--- src/rx_cfg_pkg.sv ---
// shared constants and carriers for the receive configuration bank
package rx_cfg_pkg;
  // register indices; byte address is four times the index
  localparam logic [7:0] DEMOD_CFG_IDX = 8'h19;
  localparam logic [7:0] SYNC_MIN_IDX = 8'h1A;
  localparam logic [7:0] TIMER_DIV_IDX = 8'h30;
  localparam int ADDR_W = 12;
  localparam int DIV_W = 12;
  localparam logic [7:0] DEMOD_CFG_RESET = 8'h4D;
  localparam logic [7:0] SYNC_MIN_RESET = 8'h00;
  localparam logic [DIV_W-1:0] TIMER_DIV_RESET = 12'h000;
  // channel usage codes
  localparam logic [1:0] USAGE_STRONGER = 2'h0;
  localparam logic [1:0] USAGE_FROZEN = 2'h1;
  localparam logic [1:0] USAGE_COMBINED = 2'h2;
  localparam logic [1:0] LOOP_TC_FROZEN = 2'h0;
  // preamble bytes
  localparam logic [7:0] PRE_PAD = 8'h00;
  localparam logic [7:0] PRE_FIRST = 8'hB2;
  localparam logic [7:0] PRE_SECOND = 8'h4D;
  localparam int PRE_BASE_LEN = 2;

  typedef struct packed {
    logic [1:0] channel_usage_select;
    logic fixed_channel_enable;
    logic timer_divider_even_select;
    logic [1:0] receive_loop_time_const;
    logic [1:0] burst_loop_time_const;
  } demod_cfg_t;

  typedef struct packed {
    logic [1:0] sync_preamble_length;
    logic [5:0] min_packet_length_quads;
  } sync_min_cfg_t;

  // one packet end report from the decoder
  typedef struct packed {
    logic done;
    logic [8:0] length;
    logic rate_106;
  } pkt_report_t;

  typedef struct packed {
    logic freeze;
    logic [1:0] time_const;
  } loop_ctrl_t;
endpackage

--- src/rx_cfg_bank.sv ---
// receive path configuration registers with their steering logic
//
// The APB register port was left to the implementer.
`timescale 1ns/1ps
`default_nettype none
// Notes on behaviour
// - usage 00 stronger channel, 01 stronger frozen per exchange, 10 both, 11 reserved
// - automatic usage codes act only while fixed channel bit is zero
// - fixed channel bit one: usage low bit picks I (X0) or Q (X1)
// - even select zero: tick rate is clock over 2v+1
// - even select one: tick rate is clock over 2v+2
// - receive time constant 00 freezes the loop through data reception
// - burst time constant field sets loop time constant during burst
// - preamble is B2 4D after zero to three leading 00 bytes
// - packet accepted only if length at least four times minimum field
// - at 106 kbit with sync detect off the minimum check is skipped
module rx_cfg_bank (
  // clock and reset
  input wire logic core_clk,
  input wire logic sys_rst,
  // apb slave
  input wire logic psel,
  input wire logic penable,
  input wire logic pwrite,
  input wire logic [rx_cfg_pkg::ADDR_W-1:0] paddr,
  input wire logic [31:0] pwdata,
  output logic [31:0] prdata,
  output logic pready,
  output logic pslverr,
  // demodulator channel levels
  input wire logic [7:0] i_level,
  input wire logic [7:0] q_level,
  input wire logic exchange_active,
  // channel choice
  output logic use_i,
  output logic use_q,
  // loop phases and control
  input wire logic burst_phase,
  input wire logic rx_phase,
  output var rx_cfg_pkg::loop_ctrl_t loop_ctrl,
  // timer
  output logic timer_tick,
  // sync preamble
  input wire logic preamble_start,
  output logic [7:0] preamble_byte,
  output logic preamble_valid,
  output logic preamble_done,
  // packet length check
  input wire rx_cfg_pkg::pkt_report_t pkt_report,
  input wire logic sync_detect_enable,
  output logic pkt_accept,
  output logic pkt_discard
);
  import rx_cfg_pkg::*;

  ////////////////////////////////////////////////////////////////////////////////
  // apb decode

  demod_cfg_t demod_cfg;
  sync_min_cfg_t sync_min_cfg;
  logic [DIV_W-1:0] timer_div;
  logic setup;
  logic word_ok;
  logic hit_demod;
  logic hit_sync;
  logic hit_div;
  logic mapped;
  logic wr_fire;

  assign setup = psel && !penable;
  assign word_ok = paddr[1:0] == 2'h0 && paddr[ADDR_W-1:10] == '0;
  assign hit_demod = word_ok && paddr[9:2] == DEMOD_CFG_IDX;
  assign hit_sync = word_ok && paddr[9:2] == SYNC_MIN_IDX;
  assign hit_div = word_ok && paddr[9:2] == TIMER_DIV_IDX;
  assign mapped = hit_demod || hit_sync || hit_div;
  // zero wait states keeps host polling simple
  assign pready = 1'b1;
  assign wr_fire = psel && penable && pwrite && mapped;

  always_ff @(posedge core_clk) begin
    if (sys_rst) begin
      pslverr <= 1'b0;
    end else if (setup) begin
      pslverr <= !mapped;
    end else if (!psel) begin
      pslverr <= 1'b0;
    end
  end

  ////////////////////////////////////////////////////////////////////////////////
  // registers

  always_ff @(posedge core_clk) begin
    if (sys_rst) begin
      demod_cfg <= DEMOD_CFG_RESET;
    end else if (wr_fire && hit_demod) begin
      demod_cfg <= pwdata[7:0];
    end
  end

  always_ff @(posedge core_clk) begin
    if (sys_rst) begin
      sync_min_cfg <= SYNC_MIN_RESET;
    end else if (wr_fire && hit_sync) begin
      sync_min_cfg <= pwdata[7:0];
    end
  end

  always_ff @(posedge core_clk) begin
    if (sys_rst) begin
      timer_div <= TIMER_DIV_RESET;
    end else if (wr_fire && hit_div) begin
      timer_div <= pwdata[DIV_W-1:0];
    end
  end

  // read data prepared in setup, valid through the access phase
  always_ff @(posedge core_clk) begin
    if (sys_rst) begin
      prdata <= 32'h00000000;
    end else if (setup && !pwrite) begin
      if (hit_demod) begin
        prdata <= {24'h000000, demod_cfg};
      end else if (hit_sync) begin
        prdata <= {24'h000000, sync_min_cfg};
      end else if (hit_div) begin
        prdata <= {{(32 - DIV_W){1'b0}}, timer_div};
      end else begin
        prdata <= 32'h00000000;
      end
    end
  end

  ////////////////////////////////////////////////////////////////////////////////
  // channel choice

  logic i_stronger;
  logic exch_prev;
  logic frozen_i;
  logic next_use_i;
  logic next_use_q;

  assign i_stronger = i_level >= q_level;

  // choice taken at exchange start and held until it ends
  always_ff @(posedge core_clk) begin
    if (sys_rst) begin
      exch_prev <= 1'b0;
      frozen_i <= 1'b1;
    end else begin
      exch_prev <= exchange_active;
      if (!exchange_active || !exch_prev) begin
        frozen_i <= i_stronger;
      end
    end
  end

  always_comb begin
    next_use_i = i_stronger;
    next_use_q = !i_stronger;
    if (demod_cfg.fixed_channel_enable) begin
      next_use_i = !demod_cfg.channel_usage_select[0];
      next_use_q = demod_cfg.channel_usage_select[0];
    end else begin
      case (demod_cfg.channel_usage_select)
        USAGE_STRONGER: begin
          next_use_i = i_stronger;
          next_use_q = !i_stronger;
        end
        USAGE_FROZEN: begin
          if (exchange_active && exch_prev) begin
            next_use_i = frozen_i;
            next_use_q = !frozen_i;
          end
        end
        USAGE_COMBINED: begin
          next_use_i = 1'b1;
          next_use_q = 1'b1;
        end
        // reserved code behaves as the stronger channel
        default: begin
          next_use_i = i_stronger;
          next_use_q = !i_stronger;
        end
      endcase
    end
  end

  always_ff @(posedge core_clk) begin
    if (sys_rst) begin
      use_i <= 1'b1;
      use_q <= 1'b0;
    end else begin
      use_i <= next_use_i;
      use_q <= next_use_q;
    end
  end

  ////////////////////////////////////////////////////////////////////////////////
  // loop control

  always_ff @(posedge core_clk) begin
    if (sys_rst) begin
      loop_ctrl <= '0;
    end else if (rx_phase) begin
      loop_ctrl.freeze <= demod_cfg.receive_loop_time_const == LOOP_TC_FROZEN;
      loop_ctrl.time_const <= demod_cfg.receive_loop_time_const;
    end else if (burst_phase) begin
      loop_ctrl.freeze <= 1'b0;
      loop_ctrl.time_const <= demod_cfg.burst_loop_time_const;
    end else begin
      // between phases the loop runs free on the last constant
      loop_ctrl.freeze <= 1'b0;
    end
  end

  ////////////////////////////////////////////////////////////////////////////////
  // timer and preamble

  timer_prescaler u_timer (
    .core_clk(core_clk),
    .sys_rst(sys_rst),
    .div_value(timer_div),
    .even_sel(demod_cfg.timer_divider_even_select),
    .tick(timer_tick)
  );

  sync_preamble_gen u_preamble (
    .core_clk(core_clk),
    .sys_rst(sys_rst),
    .start(preamble_start),
    .pad_count(sync_min_cfg.sync_preamble_length),
    .byte_data(preamble_byte),
    .byte_valid(preamble_valid),
    .done(preamble_done)
  );

  ////////////////////////////////////////////////////////////////////////////////
  // packet length check

  logic [8:0] min_len;
  logic skip_check;
  logic long_enough;

  assign min_len = {1'b0, sync_min_cfg.min_packet_length_quads, 2'b00};
  assign skip_check = pkt_report.rate_106 && !sync_detect_enable;
  assign long_enough = pkt_report.length >= min_len;

  // short packets are dropped without any error flag
  always_ff @(posedge core_clk) begin
    if (sys_rst) begin
      pkt_accept <= 1'b0;
      pkt_discard <= 1'b0;
    end else begin
      pkt_accept <= pkt_report.done && (skip_check || long_enough);
      pkt_discard <= pkt_report.done && !skip_check && !long_enough;
    end
  end

  ////////////////////////////////////////////////////////////////////////////////
  // checks

  property p_combined;
    @(posedge core_clk) disable iff (sys_rst)
      (!demod_cfg.fixed_channel_enable && demod_cfg.channel_usage_select == USAGE_COMBINED)
        |=> use_i && use_q;
  endproperty
  a_combined: assert property (p_combined) else $error("combine not applied");
  property p_frozen_hold;
    @(posedge core_clk) disable iff (sys_rst)
      (!demod_cfg.fixed_channel_enable && demod_cfg.channel_usage_select == USAGE_FROZEN
        && exchange_active && $past(exchange_active) && $stable(demod_cfg))
        |=> $stable(use_i);
  endproperty
  a_frozen_hold: assert property (p_frozen_hold) else $error("frozen choice moved");
  property p_fixed_over_auto;
    @(posedge core_clk) disable iff (sys_rst)
      demod_cfg.fixed_channel_enable
        |=> (use_i != use_q) || !$past(demod_cfg.fixed_channel_enable);
  endproperty
  a_fixed_over_auto: assert property (p_fixed_over_auto) else $error("fixed not single");
  property p_fixed_pick;
    @(posedge core_clk) disable iff (sys_rst)
      demod_cfg.fixed_channel_enable ##1 $stable(demod_cfg)
        |-> use_q == demod_cfg.channel_usage_select[0];
  endproperty
  a_fixed_pick: assert property (p_fixed_pick) else $error("fixed channel wrong");
  property p_rx_freeze;
    @(posedge core_clk) disable iff (sys_rst)
      (rx_phase && demod_cfg.receive_loop_time_const == LOOP_TC_FROZEN) |=> loop_ctrl.freeze;
  endproperty
  a_rx_freeze: assert property (p_rx_freeze) else $error("loop not frozen");
  property p_burst_tc;
    @(posedge core_clk) disable iff (sys_rst)
      (!rx_phase && burst_phase)
        |=> !loop_ctrl.freeze && loop_ctrl.time_const == $past(demod_cfg.burst_loop_time_const);
  endproperty
  a_burst_tc: assert property (p_burst_tc) else $error("burst constant wrong");
  property p_short_drop;
    @(posedge core_clk) disable iff (sys_rst)
      (pkt_report.done && !skip_check && pkt_report.length < min_len)
        |=> pkt_discard && !pkt_accept;
  endproperty
  a_short_drop: assert property (p_short_drop) else $error("short packet kept");
  property p_skip_106;
    @(posedge core_clk) disable iff (sys_rst)
      (pkt_report.done && pkt_report.rate_106 && !sync_detect_enable) |=> pkt_accept;
  endproperty
  a_skip_106: assert property (p_skip_106) else $error("check not skipped");
  property p_readback;
    @(posedge core_clk) disable iff (sys_rst)
      (wr_fire && hit_demod) ##1 !psel ##1 (setup && !pwrite && hit_demod)
        |=> prdata[7:0] == $past(pwdata[7:0], 3);
  endproperty
  a_readback: assert property (p_readback) else $error("readback mismatch");
  c_combined: cover property (@(posedge core_clk) use_i && use_q);
  c_discard: cover property (@(posedge core_clk) pkt_discard);
  c_freeze: cover property (@(posedge core_clk) loop_ctrl.freeze);
endmodule
`default_nettype wire

--- src/timer_prescaler.sv ---
// timer tick divider with odd or even divide formula
`timescale 1ns/1ps
`default_nettype none
module timer_prescaler (
  // clock and reset
  input wire logic core_clk,
  input wire logic sys_rst,
  // configuration
  input wire logic [rx_cfg_pkg::DIV_W-1:0] div_value,
  input wire logic even_sel,
  // tick
  output logic tick
);
  import rx_cfg_pkg::*;

  logic [DIV_W:0] period;
  logic [DIV_W:0] count;

  // period is 2v+1, or 2v+2 with the even select
  assign period = {div_value, 1'b0} + {{DIV_W{1'b0}}, 1'b1} + {{DIV_W{1'b0}}, even_sel};

  always_ff @(posedge core_clk) begin
    if (sys_rst) begin
      count <= '0;
      tick <= 1'b0;
    end else if (count >= period - 1'b1) begin
      count <= '0;
      tick <= 1'b1;
    end else begin
      count <= count + 1'b1;
      tick <= 1'b0;
    end
  end

  // helper: cycles since last tick, and whether that span ran on one steady period
  logic [DIV_W:0] gap;
  logic [DIV_W:0] period_q;
  logic seen;
  always_ff @(posedge core_clk) begin
    if (sys_rst) begin
      gap <= '0;
      period_q <= '0;
      seen <= 1'b0;
    end else begin
      gap <= tick ? {{DIV_W{1'b0}}, 1'b1} : gap + 1'b1;
      period_q <= period;
      // a period change voids the span in flight, so its end is not judged
      if (period != period_q) begin
        seen <= 1'b0;
      end else if (tick) begin
        seen <= 1'b1;
      end
    end
  end

  property p_tick_period;
    @(posedge core_clk) disable iff (sys_rst)
      (tick && seen && $stable(period) && $past(period) == period) |-> gap == period;
  endproperty
  a_tick_period: assert property (p_tick_period) else $error("tick spacing off");
  property p_even_longer;
    @(posedge core_clk) disable iff (sys_rst)
      even_sel |-> period == {div_value, 1'b0} + 2'd2;
  endproperty
  a_even_longer: assert property (p_even_longer) else $error("even period wrong");
  c_tick: cover property (@(posedge core_clk) tick && seen);
endmodule
`default_nettype wire

--- src/sync_preamble_gen.sv ---
// emits the sync preamble byte by byte
`timescale 1ns/1ps
`default_nettype none
module sync_preamble_gen (
  // clock and reset
  input wire logic core_clk,
  input wire logic sys_rst,
  // control
  input wire logic start,
  input wire logic [1:0] pad_count,
  // byte stream
  output logic [7:0] byte_data,
  output logic byte_valid,
  output logic done
);
  import rx_cfg_pkg::*;

  logic busy;
  logic [2:0] idx;
  logic [1:0] pad_held;

  // pad count latched so a register write mid-preamble cannot tear it
  always_ff @(posedge core_clk) begin
    if (sys_rst) begin
      busy <= 1'b0;
      idx <= '0;
      pad_held <= '0;
      byte_data <= PRE_PAD;
      byte_valid <= 1'b0;
      done <= 1'b0;
    end else begin
      done <= 1'b0;
      byte_valid <= busy;
      if (!busy && start) begin
        busy <= 1'b1;
        idx <= '0;
        pad_held <= pad_count;
      end else if (busy) begin
        idx <= idx + 1'b1;
        if (idx < {1'b0, pad_held}) begin
          byte_data <= PRE_PAD;
        end else if (idx == {1'b0, pad_held}) begin
          byte_data <= PRE_FIRST;
        end else begin
          byte_data <= PRE_SECOND;
          busy <= 1'b0;
          done <= 1'b1;
        end
      end
    end
  end

  property p_preamble_tail;
    @(posedge core_clk) disable iff (sys_rst)
      done |-> byte_data == PRE_SECOND && $past(byte_data) == PRE_FIRST;
  endproperty
  a_preamble_tail: assert property (p_preamble_tail) else $error("preamble tail wrong");
  property p_zero_pad;
    @(posedge core_clk) disable iff (sys_rst)
      (!busy && start && pad_count == 2'h0) |=> ##1 byte_data == PRE_FIRST ##1 done;
  endproperty
  a_zero_pad: assert property (p_zero_pad) else $error("short preamble wrong");
  c_long: cover property (@(posedge core_clk) done && pad_held == 2'h3);
endmodule
`default_nettype wire

--- config.mk ---
export PLATFORM = sky130hd
export DESIGN_NAME = rx_cfg_bank
export DESIGN_NICKNAME = d
export VERILOG_FILES = /design/src/rx_cfg_pkg.sv /design/src/rx_cfg_bank.sv /design/src/timer_prescaler.sv /design/src/sync_preamble_gen.sv
export SDC_FILE = /design/constraint.sdc
export NUM_CORES = 1
export LEC_CHECK = 0
export BUFFER_PORTS_ARGS = -buffer_cell sky130_fd_sc_hd__buf_2
export CAP_MARGIN = 5
export CORE_UTILIZATION = 45
export DETAILED_ROUTE_END_ITERATION = 7
export PLACE_DENSITY = 0.7
export SLEW_MARGIN = 20
export SYNTH_ARGS = -nofsm -noshare
export SYNTH_HDL_FRONTEND = slang
export SYNTH_SLANG_ARGS = --single-unit
--- constraint.sdc ---
create_clock -name core_clk -period 6.3 [get_ports core_clk]
set_input_delay 0.63 -clock core_clk [delete_from_list [all_inputs] [get_ports core_clk]]
set_output_delay 0.63 -clock core_clk [all_outputs]
set_load 0.02 [all_outputs]
==> impl_results.md, run 1 <==
- Outcome: completed
- Post-synthesis sequential area ratio: 37.30%
- First-pass GRT wire length: 13.01 mm
- Power per cell area: 220.3 nW/um2
- Fin nets: 645
- GR Overflow Total: 0
- Htree depth: 3
- Synth Cell Area: 3971 um2
- Vias per cell: 5.053
- RSZ-0062 raised after global routing: no
- Slew Viols, Final: 0
- Io pins: 133
- Clock Latency Late Sink: 0.36 ns
- Reg power frac: 48.2%
- Clock power frac: 41.1%
- CP arrival: 2.67 ns
- Sw Ratio: 25.87%
- CP max stage cell: or4_1
- Total GRT Usage: 18.56%
- GP Congestion: 0.7789
- Nature of the critical path endpoint: register
- Inserted Diodes: 0
- Post_cts resized: 0
- CTS buffer count: 9
- Largest net degree at the start of global routing: 63
- Initial DRC count: 136
- Hold_buf cts: 0
- ANT nets after route: 0
- CP required: 6.59 ns
- Final TNS setup: 0 ns
- Worst Max-Slew Pin Slew: 0.8494 ns
- Leak: 2.050 nW
- Critical path cell sequence: inv_1, ha_1, and3_1, a221oi_1, o22ai_1, or4_1, nor2_1
- Fmax: 420.3 MHz
- # clock sinks: 74
- CORE AREA: 8382 um2
- Final cell count without fillers: 641
- Min-delay worst type: reg -> reg
- DRC Markers: 0
- P_int: 0.0007428 W
- Switching power: 0.0002592 W
- Worst Reg2Reg Path Length in Cells: 7
- Worst hold path depth: 2
- Comb power frac: 10.7%
- Period utilization: 37.77%
- Setup violations, final: 0
- Worst Hold End: prdata[11]
- Die ar.: 9204 um2
- Max Cap Viol: 0
- YS warnings: 0
- Share of cells above drive strength 1: 22.01%
- Min Tclk post-route: 2.379 ns
- Peak VDD IR: 0.1197 mV
- Most common cell after layout, fill and taps aside: buf_2
- Routed Wire Length: 8.307 mm
- Root Buffer: clkbuf_8
- Avg WL per Cell: 12.96 um
- Critical path type: reg -> reg
- Routed via count: 3239
- Most frequent cells in the layout: buf_2, dfxtp_1, nor2_1
- CP startpoint kind: register
- Clk_skew: 0.01392 ns
- Worst hold start: prdata[11]
- PortBufs: 91
- RR Startpoint: timer_div[6]
- Initial Util: 47.38%
- Width of the chip: 95.94 um
- Max FO, Critical Path: 13
- Area Growth Syn to Fin: 14.52%
- # rows: 33
- Cell count after synthesis: 451
- Clock buffer depth: 2
- Top_reg_cell synth: dfxtp_1
- EDFF count, synth: 0
- Syn Area/Cell: 8.806 um2
- Die Height: 95.94 um
- Hold Violations, Final: 0
- Max_slew headroom: 43.16%
- R2r setup slk: 3.92 ns
- Max incr delay on CP: 0.72 ns
- DRT Pass-1 Iters: 4
- Post-synthesis async set-or-reset flop share: 0%
- CTS tree: done
- Initial antenna violation count: 0
- Vias in the first global route: 2943
- Dpl cells: 625
- Synth unique cells: 52
- Clock-pin slew on the worst setup and hold paths: 0.09 ns
- Synth Register Bits: 74
- # Post-CTS Setup Buffers: 0
- HPWL after detailed placement: 6.084 mm
- RR Endpoint: u_timer.count[6]
==> metal layers <==
metal	routed length, um	share of wire [%]	GRT usage [%]
met1	3696	44	21.77
met2	4065	49	32.56
met3	396	4.8	3.476
met4	149	1.8	8.706
met5	0	0	0
==> registers in the layout, summed over array words and instances (netlist names), 2 cells and up <==
register and count:
timer_div 12, sync_min_cfg 2, min_len 6, u_timer.count 13, u_preamble.byte_data 2, u_preamble.pad_held 2, loop_ctrl 3, demod_cfg 8
u_preamble.idx 3, prdata 12
==> per-stage QoR <==
step	area (um2)	hold WS [ns]	worst slack (ns)	power [W]	utilization, %
after floorplan	4043	0.4387	4.134	0.0005749	-
after global placement	4330	0.4405	3.703	0.0005988	51.66
after detailed placement	4330	0.4467	3.653	0.0006013	51.66
after CTS	4548	0.4586	3.949	0.001005	54.26
after global routing	4548	0.4840	3.721	0.001036	54.26
final	4548	0.4552	3.921	0.001002	54.26
==> cell type report <==
class	instances	area [um2]
Timing Repair Buffer	93	470.5
Clock inverter	6	90.09
Inverter	40	150.1
Tap cell	105	131.4
Multi-Input combinational cell	313	2097
Clock buffer	10	127.6
Fill cell	761	3834
Sequential cell	74	1481
==> how the worst max path moves through the flow <==
| stage | start | endpoint | slack, ns | cells past startpoint |
|---|---|---|---|---|
| final | timer_div[6] | u_timer.count[6] | 3.92 | 7 |
| after global routing | paddr[3] | prdata[0] | 3.72 | 6 |
| after CTS | timer_div[6] | u_timer.count[5] | 3.95 | 7 |
| after detailed placement | paddr[3] | prdata[0] | 3.65 | 6 |
| after global placement | paddr[3] | prdata[7] | 3.70 | 6 |
| after floorplan | i_level[0] | use_i | 4.13 | 7 |
==> cell families after synthesis <==
logic type / share of synthesized area [%]
other: 0.1891
AO/OA/AOI/OAI: 11.72
XOR/XNOR: 2.646
AND/OR/NAND/NOR: 19.00
buffers and inverters: 11.69
flip-flops: 37.30
adder cells (fa/ha/maj): 10.40
multiplexers: 7.057
==> worst max-delay path, delay by kind of cell (launching register included) <==
kind                     cells  cell delay [ns]
adder cells (fa/ha/maj)      1             0.30
AND/OR/NAND/NOR              3             1.12
buffers and inverters        1             0.07
AO/OA/AOI/OAI                2             0.45
flip-flops                   1             0.36
==> power groups by stage <==
stage                     Combinational (W)  Sequential [W]  Clock [W]
after floorplan                   0.0000737        0.000501          0
after global placement             0.000105        0.000494          0
after detailed placement           0.000107        0.000494          0
after CTS                          0.000108        0.000483   0.000414
after global routing               0.000119        0.000485   0.000432
final                              0.000107        0.000483   0.000412
==> cells in the mapped netlist (3+ instances only) <==
cell | count | area (um2)
o21ai_0 | 7 | 35.03
nand4_1 | 6 | 37.54
nor3_1 | 6 | 30.03
a211oi_1 | 10 | 75.07
xnor2_1 | 4 | 35.03
a221oi_1 | 9 | 78.83
a211o_1 | 3 | 26.28
a21o_1 | 4 | 30.03
a21oi_1 | 23 | 115.1
xor2_1 | 8 | 70.07
and3_1 | 3 | 18.77
nor2_1 | 69 | 259.0
mux2i_1 | 28 | 280.3
clkbuf_1 | 8 | 30.03
nand3_1 | 12 | 60.06
dfxtp_1 | 74 | 1481
buf_2 | 3 | 15.01
nor2b_1 | 8 | 50.05
inv_1 | 40 | 150.1
ha_1 | 33 | 412.9
nand2_1 | 21 | 78.83
buf_4 | 28 | 210.2
Power figures use the tool's default switching activity.
==> run 2: changes to the inputs <==
- PLACE_DENSITY: 0.7 -> 0.72
- clock period: 6.3 -> 1.9 ns (I/O delays scaled with it)
==> impl_results.md, run 2 (synthesized netlist as in run 1, its figures left out) <==
- Comb power frac: 11.6% (was 10.7%)
- Critical path type: reg -> reg (unchanged)
- Clock power frac: 37.9% (was 41.1%)
- Failing checks: setup timing
- Sw Ratio: 26.48% (was 25.87%)
- Area of the multi-input gates: 2190 um2 (was 2097 um2)
- Most frequent cells in the layout: buf_2, dfxtp_1, nor2_1 (unchanged)
- Routed Wire Length: 8.799 mm (was 8.307 mm)
- Htree depth: 3 (unchanged)
- Die Height: 95.94 um (unchanged)
- Clock buffer depth: 2 (unchanged)
- GP Congestion: 0.8389 (was 0.7789)
- Wl on met1: 3.957 mm (was 3.696 mm)
- CTS buffer count: 9 (unchanged)
- Die ar.: 9204 um2 (unchanged)
- Max_slew headroom: 66.43% (was 43.16%)
- Fill cell count: 773 (was 761)
- Max FO, Critical Path: 7 (was 13)
- Area Growth Syn to Fin: 20.95% (was 14.52%)
- Initial Util: 47.38% (unchanged)
- Reg with most FFs: u_timer.count (unchanged)
- Met3 routed WL: 340 um (was 396 um)
- Max FFs per register: 13 (unchanged)
- Nature of the critical path endpoint: register (unchanged)
- CP arrival: 2.19 ns (was 2.67 ns)
- Worst hold start: exchange_active (was prdata[11])
- CP required: 2.18 ns (was 6.59 ns)
- Largest net degree at the start of global routing: 25 (was 63)
- DRT Pass-1 Iters: 4 (unchanged)
- Slew Viols, Final: 0 (unchanged)
- HPWL after detailed placement: 6.754 mm (was 6.084 mm)
- Power per cell area: 660.7 nW/um2 (was 220.3 nW/um2)
- Vias per cell: 5.111 (was 5.053)
- Peak VDD IR: 0.3165 mV (was 0.1197 mV)
- Top flop regs: u_timer.count (13), prdata (12), timer_div (12) (unchanged)
- Switching power: 0.0008405 W (was 0.0002592 W)
- Inserted Diodes: 0 (unchanged)
- Hold_buf cts: 0 (unchanged)
- CTS tree: done (unchanged)
- # Post-CTS Setup Buffers: 0 (unchanged)
- GR Overflow Total: 0 (unchanged)
- Worst Max-Slew Pin Slew: 0.5035 ns (was 0.8494 ns)
- Dpl cells: 647 (was 625)
- CORE AREA: 8382 um2 (unchanged)
- Routed via count: 3394 (was 3239)
- Storage element area: 1489 um2 (was 1481 um2)
- Initial antenna violation count: 0 (unchanged)
- Final cell count without fillers: 664 (was 641)
- Min Tclk post-route: 1.912 ns (was 2.379 ns)
- Most common cell after layout, fill and taps aside: buf_2 (unchanged)
- Root Buffer: clkbuf_8 (unchanged)
- RR Startpoint: timer_div[4] (was timer_div[6])
- Setup violations, final: 8 (was 0)
- Vias in the first global route: 3182 (was 2943)
- Outcome: finished with violations (was completed)
- ANT nets after route: 0 (unchanged)
- Reg power frac: 50.5% (was 48.2%)
- Final TNS setup: -0.06270 ns (was 0 ns)
- Max Cap Viol: 0 (unchanged)
- Metal2 WL: 4.339 mm (was 4.065 mm)
- First-pass GRT wire length: 14.21 mm (was 13.01 mm)
- PortBufs: 91 (unchanged)
- Total GRT Usage: 20.11% (was 18.56%)
- Clock-pin slew on the worst setup and hold paths: 0.08 ns (was 0.09 ns)
- Min-delay worst type: in -> reg (was reg -> reg)
- Final worst slack: -0.01250 ns (was 3.921 ns)
- Width of the chip: 95.94 um (unchanged)
- P_int: 0.002333 W (was 0.0007428 W)
- Hold Violations, Final: 0 (unchanged)
- RSZ-0062 raised after global routing: yes (was no)
- Fin nets: 668 (was 645)
- Clk_skew: 0.009331 ns (was 0.01392 ns)
- Initial DRC count: 168 (was 136)
- # clock sinks: 74 (unchanged)
- Avg WL per Cell: 13.25 um (was 12.96 um)
- Share of cells above drive strength 1: 29.34% (was 22.01%)
- Period utilization: 100.7% (was 37.77%)
- Leak: 2.179 nW (was 2.050 nW)
- # rows: 33 (unchanged)
- Io pins: 133 (unchanged)
- CP startpoint kind: register (unchanged)
- Crit path from: timer_div[4] (was timer_div[6])
- DRC Markers: 0 (unchanged)
- Clock Latency Late Sink: 0.35 ns (was 0.36 ns)
- Max layer used: met4 (unchanged)
- Fmax: 522.9 MHz (was 420.3 MHz)
-- run 2: repair_timing --
action	CTS	global route
gates cloned	1	0
gates resized for setup	16	2
endpoints found under the setup margin	13	13
pin swaps	11	0
-- run 2: area by class of cell --
class,instances,share of cell area [%]
multi-input combinational,314,45.58
sequential,74,31.00
timing repair buffer,115,13.49
inverter,40,3.126
tap,105,2.735
clock buffer,10,2.657
clock inverter,6,1.407
-- run 2: power by group through the flow --
stage               clock network (W)  registers [W]  logic [W]
detailed placement                  0        0.00164   0.000368
global placement                    0        0.00164   0.000357
floorplan                           0        0.00166   0.000245
CTS                           0.00123        0.00160   0.000369
finish                        0.00120        0.00160   0.000368
global route                  0.00130        0.00161   0.000411
-- run 2: per-stage QoR --
| step | total power, W | setup WS (ns) | cell area (um2) | util (%) | hold slack [ns] |
|---|---|---|---|---|---|
| after floorplan | 0.001906 | -0.08047 | 4068 | - | 0.3078 |
| after global placement | 0.001995 | -0.08357 | 4527 | 54.01 | 0.4248 |
| after detailed placement | 0.002007 | -0.1370 | 4527 | 54.01 | 0.4371 |
| after CTS | 0.003201 | -0.01723 | 4798 | 57.25 | 0.06849 |
| after global routing | 0.003322 | -0.09642 | 4803 | 57.31 | 0.07165 |
| final | 0.003174 | -0.01250 | 4803 | 57.31 | 0.07681 |
-- run 2: path summary, 6_finish.rpt --
path | end | slack, ns | cells past startpoint
max | u_timer.count[0] | -0.01 | 7
min | exch_prev | 0.08 | 2
max reg2reg | u_timer.count[0] | -0.01 | 7
min reg2reg | prdata[10] | 0.45 | 2
-- run 2: layer usage --
metal,GRT usage [%],up-vias
met5,0,-
met4,8.458,0
met3,3.397,15
met2,35.60,85
met1,23.92,1580
li1,-,1714
-- run 2: worst max-delay path, cell delays in order (launching register included) --
cell,delay (ns)
dfxtp_2,0.34
inv_2,0.04
ha_4,0.20
a21o_1,0.19
a221oi_2,0.25
o22ai_2,0.12
or4_4,0.59
nor2_1,0.11
